[config.mk]
export PLATFORM = sky130hd
export DESIGN_NAME = dcs_status_flags
export DESIGN_NICKNAME = d
export VERILOG_FILES = /design/src/dcs_pkg.sv /design/src/dcs_status_flags.sv
export SDC_FILE = /design/constraint.sdc
export NUM_CORES = 1
export LEC_CHECK = 0
export BUFFER_PORTS_ARGS = -buffer_cell sky130_fd_sc_hd__buf_4
export CORE_UTILIZATION = 42
export CTS_BUF_LIST = sky130_fd_sc_hd__clkbuf_16
export DETAILED_ROUTE_END_ITERATION = 8
export PLACE_DENSITY = 0.79
export SLEW_MARGIN = 0
export SYNTH_ARGS = -nofsm -noshare
export SYNTH_HDL_FRONTEND = slang
export SYNTH_SLANG_ARGS = --single-unit
[constraint.sdc]
create_clock -name clk -period 1.2 [get_ports clk]
set_input_delay 0.06 -clock clk [delete_from_list [all_inputs] [get_ports clk]]
set_output_delay 0.06 -clock clk [all_outputs]
set_load 0.02 [all_outputs]
[src/dcs_pkg.sv]
// ****************************************************
// disk controller status flags: shared constants
// ****************************************************
package dcs_pkg;

  // apb register byte offsets
  localparam logic [7:0] OFS_COND   = 8'h00;
  localparam logic [7:0] OFS_FAULT  = 8'h04;
  localparam logic [7:0] OFS_WORD   = 8'h08;
  localparam logic [7:0] OFS_CTRL   = 8'h0C;

  // condition register bit positions
  localparam int BIT_OCCUPIED   = 7;
  localparam int BIT_ACCEPTING  = 6;
  localparam int BIT_WR_FAULT   = 5;
  localparam int BIT_SETTLED    = 4;
  localparam int BIT_XFER_REQ   = 3;
  localparam int BIT_FIXED_DATA = 2;
  localparam int BIT_INDEX      = 1;
  localparam int BIT_CMD_ERROR  = 0;

  // fault cause register bit positions
  localparam int BIT_BAD_BLOCK  = 7;
  localparam int BIT_HARD_DATA  = 6;
  localparam int BIT_ID_MISSING = 4;
  localparam int BIT_REJECTED   = 2;
  localparam int BIT_HOME_MISS  = 1;

  // status word: condition byte first (upper), fault byte second
  localparam int WORD_COND_LSB  = 8;
  localparam int WORD_FAULT_LSB = 0;

  // control register fields and reset value
  localparam int BIT_AUTO_CLR   = 0;
  localparam int BIT_CLR_NOW    = 1;
  localparam logic [1:0] CTRL_RESET = 2'h1;

  // number of drive pins passed through synchronisers
  localparam int NUM_PINS = 4;
  localparam int PIN_ACCEPT = 0;
  localparam int PIN_WFAULT = 1;
  localparam int PIN_SETTLE = 2;
  localparam int PIN_INDEX  = 3;

  // drive geometry a full format must cover
  localparam int GEO_CYLINDERS = 1400;
  localparam int GEO_HEADS     = 16;
  localparam int GEO_SECTORS   = 63;
  localparam int GEO_SECT_BYTES = 512;

  // command tracking state
  typedef enum logic {
    ST_READY = 1'b0,
    ST_BUSY  = 1'b1
  } dcs_cmd_state_t;

endpackage

[src/dcs_status_flags.sv]
// Contract
// [RULE1] condition bit 7 reads 0 while a command runs, 1 when ready
// [RULE2] condition bit 6 reads 1 when the drive can accept a command
// [RULE3] condition bit 5 reads 1 after a write fault occurred
// [RULE4] condition bit 4 reads 1 when heads are settled over a track
// [RULE5] condition bit 3 reads 1 when the drive is ready to transfer data
// [RULE6] condition bit 2 reads 1 after a correctable data error was fixed
// [RULE7] condition bit 1 reads 1 while the index position is sensed
// [RULE8] condition bit 0 reads 1 when the last command ended in error
// [RULE9] fault bit 7 reads 1 when a bad block mark was detected
// [RULE10] fault bit 6 reads 1 when an uncorrectable data error was seen
// [RULE11] fault bit 4 reads 1 when the requested sector id was missing
// [RULE12] fault bit 2 reads 1 for an illegal command or drive status error
// [RULE13] fault bit 1 reads 1 when recalibrate could not find home track
// [RULE14] status word: condition byte first, fault byte second
// [RULE15] a full format covers 1400 cylinders, 16 heads, 63 sectors
// [RULE16] fault bits 5, 3, 0 read zero; writes to both registers ignored
//
// Added by the designer: register access over APB and the register offsets.
`timescale 1ns/1ps
`default_nettype none

module dcs_status_flags (
  input  wire logic        clk,
  input  wire logic        rst_b,
  // apb slave
  input  wire logic        psel,
  input  wire logic        penable,
  input  wire logic        pwrite,
  input  wire logic [7:0]  paddr,
  input  wire logic [31:0] pwdata,
  input  wire logic [3:0]  pstrb,
  output logic      [31:0] prdata,
  output logic             pready,
  output logic             pslverr,
  // controller core, same clock
  input  wire logic        cmd_start,
  input  wire logic        cmd_done,
  input  wire logic        xfer_ready,
  input  wire logic        fixed_evt,
  input  wire logic        bad_block_evt,
  input  wire logic        hard_data_evt,
  input  wire logic        id_missing_evt,
  input  wire logic        rejected_evt,
  input  wire logic        home_miss_evt,
  // drive pins, asynchronous
  input  wire logic        drive_accept_pin,
  input  wire logic        write_fault_pin,
  input  wire logic        seek_settled_pin,
  input  wire logic        index_pin
);

  // ****************************************************
  // reset release
  // ****************************************************

  logic       rst_meta_q;
  logic       rst_sync_q;
  logic       rst_n;

  // assert at once, release two edges later
  always_ff @(posedge clk or negedge rst_b) begin
    if (!rst_b) begin
      rst_meta_q <= 1'b0;
      rst_sync_q <= 1'b0;
    end else begin
      rst_meta_q <= 1'b1;
      rst_sync_q <= rst_meta_q;
    end
  end

  assign rst_n = rst_sync_q;

  // ****************************************************
  // drive pin synchronisers
  // ****************************************************

  logic [dcs_pkg::NUM_PINS-1:0] pin_raw;
  logic [dcs_pkg::NUM_PINS-1:0] pin_meta_q;
  logic [dcs_pkg::NUM_PINS-1:0] pin_q;

  assign pin_raw[dcs_pkg::PIN_ACCEPT] = drive_accept_pin;
  assign pin_raw[dcs_pkg::PIN_WFAULT] = write_fault_pin;
  assign pin_raw[dcs_pkg::PIN_SETTLE] = seek_settled_pin;
  assign pin_raw[dcs_pkg::PIN_INDEX]  = index_pin;

  // two flops per pin; only the second stage is read
  genvar gi;
  generate
    for (gi = 0; gi < dcs_pkg::NUM_PINS; gi++) begin : g_sync
      always_ff @(posedge clk or negedge rst_n) begin
        if (!rst_n) begin
          pin_meta_q[gi] <= 1'b0;
          pin_q[gi]      <= 1'b0;
        end else begin
          pin_meta_q[gi] <= pin_raw[gi];
          pin_q[gi]      <= pin_meta_q[gi];
        end
      end
    end
  endgenerate

  // ****************************************************
  // apb decode
  // ****************************************************

  logic       setup_ph;
  logic       wr_acc;
  logic       hit_cond;
  logic       hit_fault;
  logic       hit_word;
  logic       hit_ctrl;
  logic       hit_any;
  logic       ctrl_wr;

  assign setup_ph  = psel & ~penable;
  assign wr_acc    = psel & penable & pwrite;
  assign hit_cond  = (paddr == dcs_pkg::OFS_COND);
  assign hit_fault = (paddr == dcs_pkg::OFS_FAULT);
  assign hit_word  = (paddr == dcs_pkg::OFS_WORD);
  assign hit_ctrl  = (paddr == dcs_pkg::OFS_CTRL);
  assign hit_any   = hit_cond | hit_fault | hit_word | hit_ctrl;
  // writes to the status registers fall through here
  assign ctrl_wr   = wr_acc & hit_ctrl & pstrb[0]; // [RULE16]

  // ****************************************************
  // control register
  // ****************************************************

  logic       auto_clr_q;
  logic       auto_clr_d;
  logic       clr_now;

  assign auto_clr_d = ctrl_wr ? pwdata[dcs_pkg::BIT_AUTO_CLR]
                              : auto_clr_q;
  // one-shot clear of the sticky flags, reads back zero
  assign clr_now = ctrl_wr & pwdata[dcs_pkg::BIT_CLR_NOW];

  always_ff @(posedge clk or negedge rst_n) begin
    if (!rst_n) begin
      auto_clr_q <= dcs_pkg::CTRL_RESET[dcs_pkg::BIT_AUTO_CLR];
    end else begin
      auto_clr_q <= auto_clr_d;
    end
  end

  // ****************************************************
  // command tracking
  // ****************************************************

  dcs_pkg::dcs_cmd_state_t state_q;
  dcs_pkg::dcs_cmd_state_t state_d;

  // done beats start if both arrive together
  always_comb begin
    state_d = state_q;
    unique case (state_q)
      dcs_pkg::ST_READY: begin
        if (cmd_start && !cmd_done) begin
          state_d = dcs_pkg::ST_BUSY;
        end
      end
      dcs_pkg::ST_BUSY: begin
        if (cmd_done) begin
          state_d = dcs_pkg::ST_READY;
        end
      end
    endcase
  end

  always_ff @(posedge clk or negedge rst_n) begin
    if (!rst_n) begin
      state_q <= dcs_pkg::ST_READY;
    end else begin
      state_q <= state_d;
    end
  end

  // ****************************************************
  // sticky flags
  // ****************************************************

  // index 0..5: bad block, hard data, id missing,
  // rejected, home miss, fixed data; 6: write fault
  localparam int NUM_STICKY = 7;

  logic [NUM_STICKY-1:0] stk_set;
  logic [NUM_STICKY-1:0] stk_q;
  logic [NUM_STICKY-1:0] stk_d;
  logic                  stk_clr;
  logic                  any_cause;
  logic                  cmd_err_q;
  logic                  cmd_err_d;
  logic                  cmd_err_set;

  assign stk_set[0] = bad_block_evt;                  // [RULE9]
  assign stk_set[1] = hard_data_evt;                  // [RULE10]
  assign stk_set[2] = id_missing_evt;                 // [RULE11]
  assign stk_set[3] = rejected_evt;                   // [RULE12]
  assign stk_set[4] = home_miss_evt;                  // [RULE13]
  assign stk_set[5] = fixed_evt;                      // [RULE6]
  assign stk_set[6] = pin_q[dcs_pkg::PIN_WFAULT];     // [RULE3]

  // a new command wipes the old causes unless software opted out
  assign stk_clr = clr_now | (cmd_start & auto_clr_q);

  // set wins over clear so no event is lost
  assign stk_d = stk_set | (stk_q & ~{NUM_STICKY{stk_clr}});

  always_ff @(posedge clk or negedge rst_n) begin
    if (!rst_n) begin
      stk_q <= '0;
    end else begin
      stk_q <= stk_d;
    end
  end

  // error summary raised when a command finishes with a cause
  assign any_cause   = |stk_d[4:0];
  assign cmd_err_set = cmd_done & any_cause;          // [RULE8]
  assign cmd_err_d   = cmd_err_set | (cmd_err_q & ~stk_clr);

  always_ff @(posedge clk or negedge rst_n) begin
    if (!rst_n) begin
      cmd_err_q <= 1'b0;
    end else begin
      cmd_err_q <= cmd_err_d;
    end
  end

  // ****************************************************
  // register images
  // ****************************************************

  logic [7:0]  cond_img;
  logic [7:0]  fault_img;
  logic [15:0] word_img;
  logic [31:0] rd_mux;

  // occupied bit is inverted: zero means a command runs
  assign cond_img[dcs_pkg::BIT_OCCUPIED] =
    (state_q == dcs_pkg::ST_READY);                   // [RULE1]
  assign cond_img[dcs_pkg::BIT_ACCEPTING] =
    pin_q[dcs_pkg::PIN_ACCEPT];                       // [RULE2]
  assign cond_img[dcs_pkg::BIT_WR_FAULT]   = stk_q[6]; // [RULE3]
  assign cond_img[dcs_pkg::BIT_SETTLED] =
    pin_q[dcs_pkg::PIN_SETTLE];                       // [RULE4]
  assign cond_img[dcs_pkg::BIT_XFER_REQ]   = xfer_ready; // [RULE5]
  assign cond_img[dcs_pkg::BIT_FIXED_DATA] = stk_q[5]; // [RULE6]
  assign cond_img[dcs_pkg::BIT_INDEX] =
    pin_q[dcs_pkg::PIN_INDEX];                        // [RULE7]
  assign cond_img[dcs_pkg::BIT_CMD_ERROR]  = cmd_err_q; // [RULE8]

  // unused cause bits tie to zero
  always_comb begin
    fault_img = 8'h00;                                // [RULE16]
    fault_img[dcs_pkg::BIT_BAD_BLOCK]  = stk_q[0];    // [RULE9]
    fault_img[dcs_pkg::BIT_HARD_DATA]  = stk_q[1];    // [RULE10]
    fault_img[dcs_pkg::BIT_ID_MISSING] = stk_q[2];    // [RULE11]
    fault_img[dcs_pkg::BIT_REJECTED]   = stk_q[3];    // [RULE12]
    fault_img[dcs_pkg::BIT_HOME_MISS]  = stk_q[4];    // [RULE13]
  end

  // condition byte leads the pair
  assign word_img = {cond_img, fault_img};            // [RULE14]

  // read selection; unmapped reads zero
  assign rd_mux =
    hit_cond  ? {24'h000000, cond_img} :
    hit_fault ? {24'h000000, fault_img} :
    hit_word  ? {16'h0000, word_img} :
    hit_ctrl  ? {30'h00000000, 1'b0, auto_clr_q} :
                32'h00000000;

  // ****************************************************
  // apb answer
  // ****************************************************

  logic [31:0] prdata_q;
  logic [31:0] prdata_d;
  logic        slverr_q;
  logic        slverr_d;

  // sample in setup so data is stable through the access phase;
  // the trade is that a read shows the state one edge early
  assign prdata_d = (setup_ph && !pwrite) ? rd_mux : prdata_q;
  assign slverr_d = setup_ph ? ~hit_any : slverr_q;

  always_ff @(posedge clk or negedge rst_n) begin
    if (!rst_n) begin
      prdata_q <= 32'h00000000;
      slverr_q <= 1'b0;
    end else begin
      prdata_q <= prdata_d;
      slverr_q <= slverr_d;
    end
  end

  // zero wait states: every access ends in its first access cycle
  assign pready  = 1'b1;
  assign prdata  = prdata_q;
  assign pslverr = slverr_q & psel & penable;

endmodule

`default_nettype wire

# --- Word level (Yosys, flattened, before mapping) ---
# Cells that the tools add are included.
op_classes:
  muxes: 7
  n_reduce_logical: 6
  n_bitwise: 23
  n_eq_ne: 3
ops:
  columns: ["op", "n"]
  rows:
  - ["2-to-1 mux 16 bit", 3]
  - ["equality test 8 x 4 -> 1 bit, second input constant", 2]
  - ["AND 1 bit", 11]
  - ["equality test 8 x 3 -> 1 bit, second input constant", 1]
  - ["logical NOT 8 bit", 1]
  - ["AND 7 bit", 1]
  - ["inverter 7 bit", 1]
  - ["bitwise OR 7 bit", 1]
  - ["bitwise OR 1 bit", 5]
  - ["OR reduction 5 bit", 1]
  - ["inverter 1 bit", 4]
  - ["2-to-1 mux 1 bit", 3]
  - ["logical AND 1 bit", 2]
  - ["logical NOT 1 bit", 2]
  - ["one-hot mux 1 bit (2 select lines)", 1]
word_totals:
  word_cells: 55
  register_bits: 53
  inputBits: 62

# --- Logic depth before layout (Yosys ltp) ---
# Gate-level depths: netlist (run 1).
depth:
  ltp_word: 12
  mapped_depth: 5

# --- Worst setup path after synthesis (run 1) ---
# No wires, ideal clock.
synth_path:
  path_kind: "input-to-reg"
  startpoint: "input port paddr[5]"
  endpoint: "register cmd_err_q"
  setup_slack_ps: -183
  n_path_buf: 0
  t_arrival_ps: 1262
  cell_stages: 4
  path_cell_list: "or4_4 -> nor4_4 -> nor2_2 -> a22o_1"
synth_between:
  elab_chain_len: 11
synth_lines:
  columns: ["element", "line_no", "source"]
  rows:
  - ["start, declared", "dcs_status_flags.sv:30", "input wire logic [7:0] paddr,"]
  - ["equality test 8 x 4 -> 1 bit *", "dcs_status_flags.sv:121", "assign hit_ctrl = (paddr == dcs_pkg::OFS_CTRL);"]
  - ["AND 1 bit * (2 in a row)", "dcs_status_flags.sv:124", "assign ctrl_wr = wr_acc & hit_ctrl & pstrb[0];"]
  - ["AND 1 bit *", "dcs_status_flags.sv:137", "assign clr_now = ctrl_wr & pwdata[dcs_pkg::BIT_CLR_NOW];"]
  - ["bitwise OR 1 bit *", "dcs_status_flags.sv:205", "assign stk_clr = clr_now | (cmd_start & auto_clr_q);"]
  - ["inverter 7 bit", "dcs_status_flags.sv:208", "assign stk_d = stk_set | (stk_q & ~{NUM_STICKY{stk_clr}});"]
  - ["AND 7 bit", "dcs_status_flags.sv:208", null]
  - ["bitwise OR 7 bit", "dcs_status_flags.sv:208", null]
  - ["OR reduction 5 bit", "dcs_status_flags.sv:219", "assign any_cause = |stk_d[4:0];"]
  - ["AND 1 bit", "dcs_status_flags.sv:220", "assign cmd_err_set = cmd_done & any_cause;"]
  - ["bitwise OR 1 bit *", "dcs_status_flags.sv:221", "assign cmd_err_d = cmd_err_set | (cmd_err_q & ~stk_clr);"]
  - ["via cmd_err_d", "dcs_status_flags.sv:193", "logic cmd_err_d;"]
  - ["end signal, assigned", "dcs_status_flags.sv:227", "cmd_err_q <= cmd_err_d;"]
  - ["end, declared", "dcs_status_flags.sv:192", "logic cmd_err_q;"]
# Mark *: on every way through the listed nets, which the timed path passes. The rest lies on a longest branch.
# A chain may end at the register's enable or synchronous reset.

# --- Final worst setup path (run 1) ---
layout_path:
  startpoint: "register stk_q[3]"
  endpoint: "register cmd_err_q"
layout_between:
  elab_chain_len: 5
layout_lines:
  columns: ["element", "line_no", "source"]
  rows:
  - ["start, declared", "dcs_status_flags.sv:188", "logic [NUM_STICKY-1:0] stk_q;"]
  - ["start signal, assigned", "dcs_status_flags.sv:214", "stk_q <= stk_d;"]
  - ["AND 7 bit", "dcs_status_flags.sv:208", null]
  - ["bitwise OR 7 bit", "dcs_status_flags.sv:208", null]
  - ["OR reduction 5 bit", "dcs_status_flags.sv:219", null]
  - ["AND 1 bit", "dcs_status_flags.sv:220", null]
  - ["bitwise OR 1 bit", "dcs_status_flags.sv:221", null]
  - ["via cmd_err_d", "dcs_status_flags.sv:193", null]
# The timed path passes the listed nets, and every way through them passes these cells.

==> flow_metrics.env, run 1 <==
export IMPL_finalNonFillerCells=262
export IMPL_synth_top_family_by_area="simple AND/OR/NAND/NOR gates"
export IMPL_grt_pass1_vias=1216
export IMPL_grt_overflow_total=0
export IMPL_muxShareOfSynthArea=0.00723
export IMPL_required_ns=1.37
export IMPL_fillers=268
export IMPL_grt_pass1_wl_um=5620
export IMPL_crit_path_start_kind="register"
export IMPL_clkPwrFrac=0.431
export IMPL_critical_path_arrival_ns=1.53
export IMPL_clk_latency_ns=0.28
export IMPL_synth_seq_cells=37
export IMPL_p_switching_mw=0.616
export IMPL_die_area_sq_um=3950
export IMPL_fin_worst_skew_ns=0.00387
export IMPL_status="finished, violations left"
export IMPL_dp_cells=241
export IMPL_synth_simple_area_share=0.185
export IMPL_finalCriticalPeriod_ns=1.36
export IMPL_avgSynthCellArea_sq_um=11.0
export IMPL_dr_wl_met3_um=188
export IMPL_netSwitchingFraction=0.222
export IMPL_antenna_cells=0
export IMPL_hp_class="input pin to register"
export IMPL_ant_nets=0
export IMPL_yosysWarnings=0
export IMPL_wl_met2_um=1670
export IMPL_drt_wl_total_um=3340
export IMPL_clkSlewWorstSetupHoldPaths_ns=0.05
export IMPL_cts_tree="yes"
export IMPL_drive_above_1_share=0.356
export IMPL_synth_edf_count=0
export IMPL_cap_violations=0
export IMPL_synthDistinctLibCells=29
export IMPL_first_pass_iters=4
export IMPL_setup_worst_path_class="register to register"
export IMPL_wl_met1_um=1410
export IMPL_total_power_mw=2.78
export IMPL_fin_nets=277
export IMPL_ys_seq_area_frac=0.596
export IMPL_remaining_drc_errors=0
export IMPL_finalWorstSetupSlack_ns=-0.164
export IMPL_comb_power_share=0.101
export IMPL_synth_area_leader_cell="dfrtp_1"
export IMPL_p_int_mw=2.16
export IMPL_power_density_nw_per_um2=1200
export IMPL_dp_hpwl_um=2400
export IMPL_synth_common_cells="dfrtp_1, nand2_1, buf_4"
export IMPL_rows=21
export IMPL_grtUsageTotal=0.191
export IMPL_die_x_um=62.9
export IMPL_power_leakage_nw=1.06
export IMPL_seqPwrFrac=0.468
export IMPL_async_flop_share=1.00
export IMPL_initial_core_util=0.452
export IMPL_multi_input_area_sq_um=617
export IMPL_setup_viol=4
export IMPL_cts_path_max_buffers=2
export IMPL_drtIter0Drc=104
export IMPL_ys_flop_type="dfrtp_1"
export IMPL_viasPerCell=4.77
export IMPL_grt_max_degree=25
export IMPL_syn_inst=142
export IMPL_dr_max_layer_used="met4"
export IMPL_irDropWorstVdd_mv=1.12
export IMPL_cts_buffers_inserted=5
export IMPL_synth_compound_area_frac=0.115
export IMPL_final_seq_area_sq_um=927
export IMPL_yosys_top_cells_area="dfrtp_1, buf_4, nand2_1, a21o_1, o21ai_0"
export IMPL_routed_via_count=1251
export IMPL_die_h_um=62.9
export IMPL_cp_max_fo=2
export IMPL_synth_xor_area_share=0.00563
export IMPL_rsz0062_at_grt="yes"
export IMPL_yosysMostFrequentCell="dfrtp_1"
export IMPL_yosysTopAreaCellShare=0.579
export IMPL_failed_checks="setup timing"
export IMPL_hold_viol=0
export IMPL_end_kind="register"
export IMPL_cts_max_level=2
export IMPL_yosys_area_share_adder=0
export IMPL_antenna_found_initial=0
export IMPL_num_io_pins=96
export IMPL_slew_viol_final=0
export IMPL_port_buffers=45
export IMPL_fmax_mhz=733
export IMPL_syn_area_sq_um=1560
export IMPL_core_sq_um=3440
export IMPL_min_period_over_period=1.14
export IMPL_clock_sinks=37
export IMPL_wire_per_inst_um=12.7
export IMPL_gp_congestion=0.834
export IMPL_synthToLayoutAreaGrowth_pct=48.7
export IMPL_cts_root_buf="clkbuf_16"
-- power groups by stage --
stage	clock, mW	sequential, mW	combinational, mW
after floorplan	0	1.33	0.141
after global placement	0	1.32	0.234
after detailed placement	0	1.32	0.237
after CTS	1.22	1.30	0.271
after global routing	1.27	1.30	0.304
final	1.20	1.30	0.281
-- through the flow --
| step | utilization | instance area (sq um) | hold slack (ns) | setup TNS [ns] | setup WS (ns) |
|---|---|---|---|---|---|
| floorplan | - | 1630 | -0.236 | -0.401 | -0.112 |
| global route | 0.672 | 2310 | 0.0132 | -0.832 | -0.221 |
| detailed placement | 0.575 | 1980 | -0.155 | -5.70 | -0.361 |
| finish | 0.672 | 2310 | 0.0187 | -0.201 | -0.164 |
| global placement | 0.575 | 1980 | -0.156 | -4.92 | -0.293 |
| CTS | 0.656 | 2260 | 0.0176 | -0.183 | -0.168 |
-- path summary, 6_finish.rpt --
path	from	end	slack (ns)	cells after the start
max reg2reg	stk_q[3]	cmd_err_q	-0.16	4
min reg2reg	rst_n	pin_meta_q[2]	0.20	0
min	pwdata[0]	auto_clr_q	0.02	2
min in group asynchronous	rst_b	rst_n	0.10	2
max	stk_q[3]	cmd_err_q	-0.16	4
max in group asynchronous	rst_n	cond_img[6]	0.52	1
-- flip-flops by register name, summed over array words and instances, names as in the netlist --
register	cells
prdata	16
stk_q	7
pin_meta_q	4
cond_img	3
auto_clr_q	1
cmd_err_q	1
pin_q	1
rst_meta_q	1
rst_n	1
slverr_q	1
state_q	1
-- critical path, cell delays in order (launching register included) --
cell and delay [ns]:
dfrtp_1 0.37, or4_1 0.53, nor2_1 0.10, o31ai_1 0.07, a22o_1 0.18
-- area by class of cell --
cell class,instances,share of cell area
flip-flops and latches,37,0.401
multi-input cells,102,0.266
repair buffers,69,0.249
clock buffers,5,0.0541
well taps,46,0.0249
clock inverters,3,0.00541
-- cells in the final DEF (no fill, tap or decap), types with 2 or more instances in the layout --
master,Yosys,layout
buf_4,17,52
dfrtp_1,36,36
nand2_1,31,30
conb_1,2,18
dlygate4sd3_1,0,12
o21ai_1,0,8
a21o_1,7,7
nor2_1,7,7
clkbuf_16,0,5
o211ai_1,4,4
buf_6,0,4
nor4_4,2,2
nor2_4,0,2
or4_1,2,2
and3_1,2,2
o21ai_0,10,2
clkinv_1,0,2
-- routing by layer --
layer / track usage / up-vias
li1: - / 599
met1: 0.235 / 586
met2: 0.293 / 57
met3: 0.0785 / 9
met4: 0.0785 / 0
met5: 0 / -
-- logic make-up (layout without fill, tap and decap cells) --
kind of cell,after synthesis,in the layout
multiplexers,1,1
XOR/XNOR,1,1
flip-flops,37,37
buffers and inverters,19,77
AND/OR/NAND/NOR,55,55
other,2,18
AO/OA/AOI/OAI,27,27
-- timing repair --
action | in CTS | in global routing
buffers inserted | 1 | 0
setup endpoints to repair | 6 | 15
endpoints found under the hold margin | 13 | 0
hold buffers | 12 | 0
gates resized for setup | 3 | 18
pin swaps | 4 | 9
(Power assumes the default switching activity.)
==> run 2, diff against run 1 <==
clock period = 1.3 ns   (was 1.2 ns; I/O delays follow)
==> run 2 against run 1 <==
The flow still finishes with violations (setup timing). Total power shrank 7.6%. Worst hold slack gained 0.0020 ns. Flip-flop and latch count is the same.
==> flow_metrics.env, run 2 (same netlist as run 1, synthesis figures left out) <==
export IMPL_r2r_setup_slack_ns=-0.06
export IMPL_clkSlewWorstSetupHoldPaths_ns=0.05
export IMPL_finalCriticalPeriod_ns=1.36
export IMPL_post_cts_buffers=0
export IMPL_rows=21
export IMPL_grt_overflow_total=0
export IMPL_finalWorstSetupSlack_ns=-0.0570
export IMPL_holdWs_ns=0.0207
export IMPL_slew_viol_final=0
export IMPL_grt_max_degree=36
export IMPL_ant_nets=0
export IMPL_power_density_nw_per_um2=1140
export IMPL_cp_max_fo=2
export IMPL_clock_sinks=37
export IMPL_irDropWorstVdd_mv=0.937
export IMPL_remaining_drc_errors=0
export IMPL_crit_path_start_kind="register"
export IMPL_rsz0062_at_grt="yes"
export IMPL_end_kind="register"
export IMPL_fin_nets=276
export IMPL_clk_latency_ns=0.28
export IMPL_drive_above_1_share=0.349
export IMPL_drtIter0Drc=44
export IMPL_cts_path_max_buffers=2
export IMPL_cts_max_level=2
export IMPL_failed_checks="setup timing"
export IMPL_drt_wl_total_um=3220
export IMPL_dp_hpwl_um=2330
export IMPL_cts_tree="yes"
export IMPL_initial_core_util=0.452
export IMPL_grt_pass1_wl_um=5560
export IMPL_hold_viol=0
export IMPL_final_util=0.654
export IMPL_hp_class="input pin to register"
export IMPL_routed_via_count=1215
export IMPL_min_period_over_period=1.04
export IMPL_setup_worst_path_class="register to register"
export IMPL_cap_violations=0
export IMPL_total_power_mw=2.56
export IMPL_r2r_cells=4
export IMPL_power_leakage_nw=1.04
export IMPL_reg2reg_from="stk_q[3]"
export IMPL_die_x_um=62.9
export IMPL_port_buffers=45
export IMPL_critPathLaunch="stk_q[3]"
export IMPL_antenna_cells=0
export IMPL_cts_buffers_inserted=5
export IMPL_die_area_sq_um=3950
export IMPL_status="finished, violations left"
export IMPL_gp_congestion=0.839
export IMPL_grtUsageTotal=0.187
export IMPL_synthToLayoutAreaGrowth_pct=44.7
export IMPL_required_ns=1.47
export IMPL_largest_register_ffs=16
export IMPL_hp_start="pwdata[0]"
export IMPL_finalSetupTns_ns=-0.0570
export IMPL_first_pass_iters=4
export IMPL_cts_root_buf="clkbuf_16"
export IMPL_final_common_cell="buf_4"
export IMPL_wire_per_inst_um=12.3
export IMPL_min_path_cells=2
export IMPL_num_io_pins=96
export IMPL_critical_path_arrival_ns=1.52
export IMPL_layout_common_cells="buf_4, dfrtp_1, nand2_1, conb_1, dlygate4sd3_1"
export IMPL_viasPerCell=4.66
export IMPL_fin_worst_skew_ns=0.00283
export IMPL_antenna_found_initial=0
export IMPL_setup_viol=1
export IMPL_fmax_mhz=737
export IMPL_grt_pass1_vias=1172
export IMPL_core_sq_um=3440
export IMPL_die_h_um=62.9
-- run 2: worst paths after layout --
check / endpoint
min in group asynchronous: rst_meta_q
setup / recovery: cmd_err_q
hold reg to reg: pin_meta_q[3]
hold / removal: auto_clr_q
max in group asynchronous: auto_clr_q
setup reg to reg: cmd_err_q
-- run 2: critical path, cell delays in order, from the launching register on --
cell and delay [ns]:
dfrtp_1 0.37, or4_4 0.54, nor2_4 0.09, o31ai_2 0.06, a22o_1 0.18
-- run 2: final cells by class --
cell class | count | area [sq um]
clock inverter | 3 | 13.8
clock buffer | 5 | 125
tap | 46 | 57.6
timing repair buffer | 68 | 553
multi-input combinational | 102 | 576
fill | 276 | 1190
sequential | 37 | 927
-- run 2: routing by layer --
layer	part of all wire	track usage	vias to the layer above
met2	0.48	0.288	48
met1	0.46	0.246	569
met4	0.013	0.0610	0
met3	0.052	0.0620	5
met5	0	0	-
li1	-	-	593
-- run 2: timing repair --
| item | CTS | global route |
|---|---|---|
| pin swaps | 0 | 2 |
| hold endpoints to repair | 13 | 0 |
| endpoints found under the setup margin | 1 | 9 |
| gates resized for setup | 0 | 11 |
| hold buffers | 12 | 0 |
-- run 2: power breakdown --
group,internal [mW],leakage (nW),total (mW),switching [mW]
Combinational,0.118,0.521,0.253,0.135
Sequential,1.18,0.444,1.19,0.0135
Clock,0.694,0.0748,1.12,0.424
Total,1.99,1.04,2.56,0.572
-- run 2: stage by stage --
step	instance area (sq um)	instances	setup slack (ns)
finish	2250	261	-0.0570
global route	2250	261	-0.111
CTS	2240	261	-0.0468
detailed placement	1980	241	-0.228
global placement	1980	241	-0.178
floorplan	1620	158	-0.0124
==> run 3, diff against run 2 <==
SETUP_SLACK_MARGIN = 0.3   (was default)
==> run 3 against run 2 <==
The flow still finishes with violations (setup timing). Wire length shrank 1.6%. Non-clock buffer count shrank 1. Die area is the same. Fmax is essentially flat. Total power is essentially flat. Count of clock-buffer cells in the layout is the same. Global-route usage shrank 0.13 points. Largest power group unchanged.
==> flow_metrics.env, run 3 (same netlist as run 1, synthesis figures left out) <==
export IMPL_status="finished, violations left"
export IMPL_failed_checks="setup timing"
export IMPL_final_common_cell="buf_4"
export IMPL_crit_family="simple AND/OR/NAND/NOR gates"
export IMPL_fillers=278
export IMPL_cts_root_buf="clkbuf_16"
export IMPL_fmax_mhz=737
export IMPL_die_area_sq_um=3950
export IMPL_synthToLayoutAreaGrowth_pct=46.3
export IMPL_crit_buf_inv=0
export IMPL_clk_latency_ns=0.28
export IMPL_remaining_drc_errors=0
export IMPL_core_sq_um=3440
export IMPL_viasPerCell=4.70
export IMPL_ant_nets=0
export IMPL_rows=21
export IMPL_gp_congestion=0.864
export IMPL_grt_pass1_wl_um=5420
export IMPL_clkSlewWorstSetupHoldPaths_ns=0.05
export IMPL_grtUsageTotal=0.185
export IMPL_fin_nets=275
export IMPL_routed_via_count=1221
export IMPL_antenna_cells=0
export IMPL_hp_class="input pin to register"
export IMPL_finalCriticalPeriod_ns=1.36
export IMPL_irDropWorstVdd_mv=0.919
export IMPL_min_period_over_period=1.04
export IMPL_holdWs_ns=0.0231
export IMPL_cp_max_fo=2
export IMPL_largest_register_ffs=16
export IMPL_slew_viol_final=0
export IMPL_critical_path_arrival_ns=1.52
export IMPL_antenna_found_initial=0
export IMPL_critPathMaxStageDelay_ns=0.51
export IMPL_required_ns=1.47
export IMPL_design_area_sq_um=2280
export IMPL_grt_pass1_vias=1214
export IMPL_cts_buffers_inserted=5
export IMPL_layout_common_cells="buf_4, dfrtp_1, nand2_1, conb_1, dlygate4sd3_1"
export IMPL_setup_worst_path_class="register to register"
export IMPL_num_io_pins=96
export IMPL_first_pass_iters=4
export IMPL_dp_hpwl_um=2320
export IMPL_die_x_um=62.9
export IMPL_multi_input_area_sq_um=596
export IMPL_wire_per_inst_um=12.2
export IMPL_clock_sinks=37
export IMPL_worst_path_max_delay_cell="or4_1"
export IMPL_port_buffers=45
export IMPL_final_seq_area_sq_um=928
export IMPL_cap_violations=0
export IMPL_drtIter0Drc=30
export IMPL_setup_viol=1
export IMPL_hold_viol=0
export IMPL_die_h_um=62.9
export IMPL_cts_max_level=2
export IMPL_power_leakage_nw=1.05
export IMPL_fin_worst_skew_ns=0.00171
export IMPL_cts_path_max_buffers=2
export IMPL_end_kind="register"
export IMPL_power_density_nw_per_um2=1130
export IMPL_initial_core_util=0.452
export IMPL_drt_wl_total_um=3160
export IMPL_cp_cell_sequence="or4_1 > nor2_1 > o31ai_1 > a22o_1"
export IMPL_placed_cell_area_sq_um=1960
export IMPL_rsz0062_at_grt="yes"
export IMPL_finalSetupTns_ns=-0.0573
export IMPL_crit_path_start_kind="register"
export IMPL_drive_above_1_share=0.364
export IMPL_grt_overflow_total=0
export IMPL_finalWorstSetupSlack_ns=-0.0573
export IMPL_grt_max_degree=24
export IMPL_cts_tree="yes"
==> run 3: cell types whose count changed in the layout (fill, tap and decap cells not counted), sizes merged <==
cell  before  now
buf       56   55
==> run 3: per-stage QoR <==
| step | total power [mW] | util | std cells | setup WS (ns) |
|---|---|---|---|---|
| global placement | 1.43 | 0.570 | 238 | -0.200 |
| global route | 2.67 | 0.662 | 260 | -0.107 |
| floorplan | 1.36 | - | 158 | -0.0116 |
| CTS | 2.59 | 0.656 | 259 | -0.0633 |
| detailed placement | 1.43 | 0.570 | 238 | -0.252 |
| finish | 2.56 | 0.662 | 260 | -0.0573 |
==> run 3: tightest hold or removal path, stage by stage <==
cell    delay [ns]
buf_4         0.08
nor2_1        0.03
nor2_1        0.08
==> run 3: path summary, 6_finish.rpt <==
kind                           start    endpoint  slack [ns]  cells after the start
setup / recovery            stk_q[3]   cmd_err_q       -0.06                      4
hold / removal             cmd_start     state_q        0.02                      3
setup reg to reg            stk_q[3]   cmd_err_q       -0.06                      4
hold reg to reg                rst_n    stk_q[1]        0.15                      0
max in group asynchronous      rst_n  prdata[13]        0.74                      1
min in group asynchronous      rst_b       rst_n        0.11                      2
==> run 3: area by class of cell <==
cell class | instances | area share
flip-flops and latches | 37 | 0.408
multi-input cells | 102 | 0.262
repair buffers | 67 | 0.245
clock buffers | 5 | 0.0549
well taps | 46 | 0.0253
clock inverters | 3 | 0.00604
==> run 3: routing by layer <==
metal	share of wire	wire length (um)	vias to the layer above	GRT usage
met5	0	0	-	0
met4	0.023	73	0	0.0988
met3	0.054	172	9	0.0639
met2	0.50	1580	48	0.300
met1	0.42	1340	573	0.215
li1	-	-	591	-
==> run 3: where the power goes <==
part / internal (mW) / switching (mW) / leakage (nW) / total [mW]
logic: 0.121 / 0.129 / 0.533 / 0.250
registers: 1.18 / 0.0196 / 0.443 / 1.20
clock network: 0.694 / 0.420 / 0.0748 / 1.11
==> run 3: what timing repair did <==
item	4_1_cts	5_1_grt
setup endpoints to repair	26	26
pin swaps	5	4
hold buffers	12	0
gates resized for setup	8	5
setup buffers	1	1
endpoints found under the hold margin	13	0
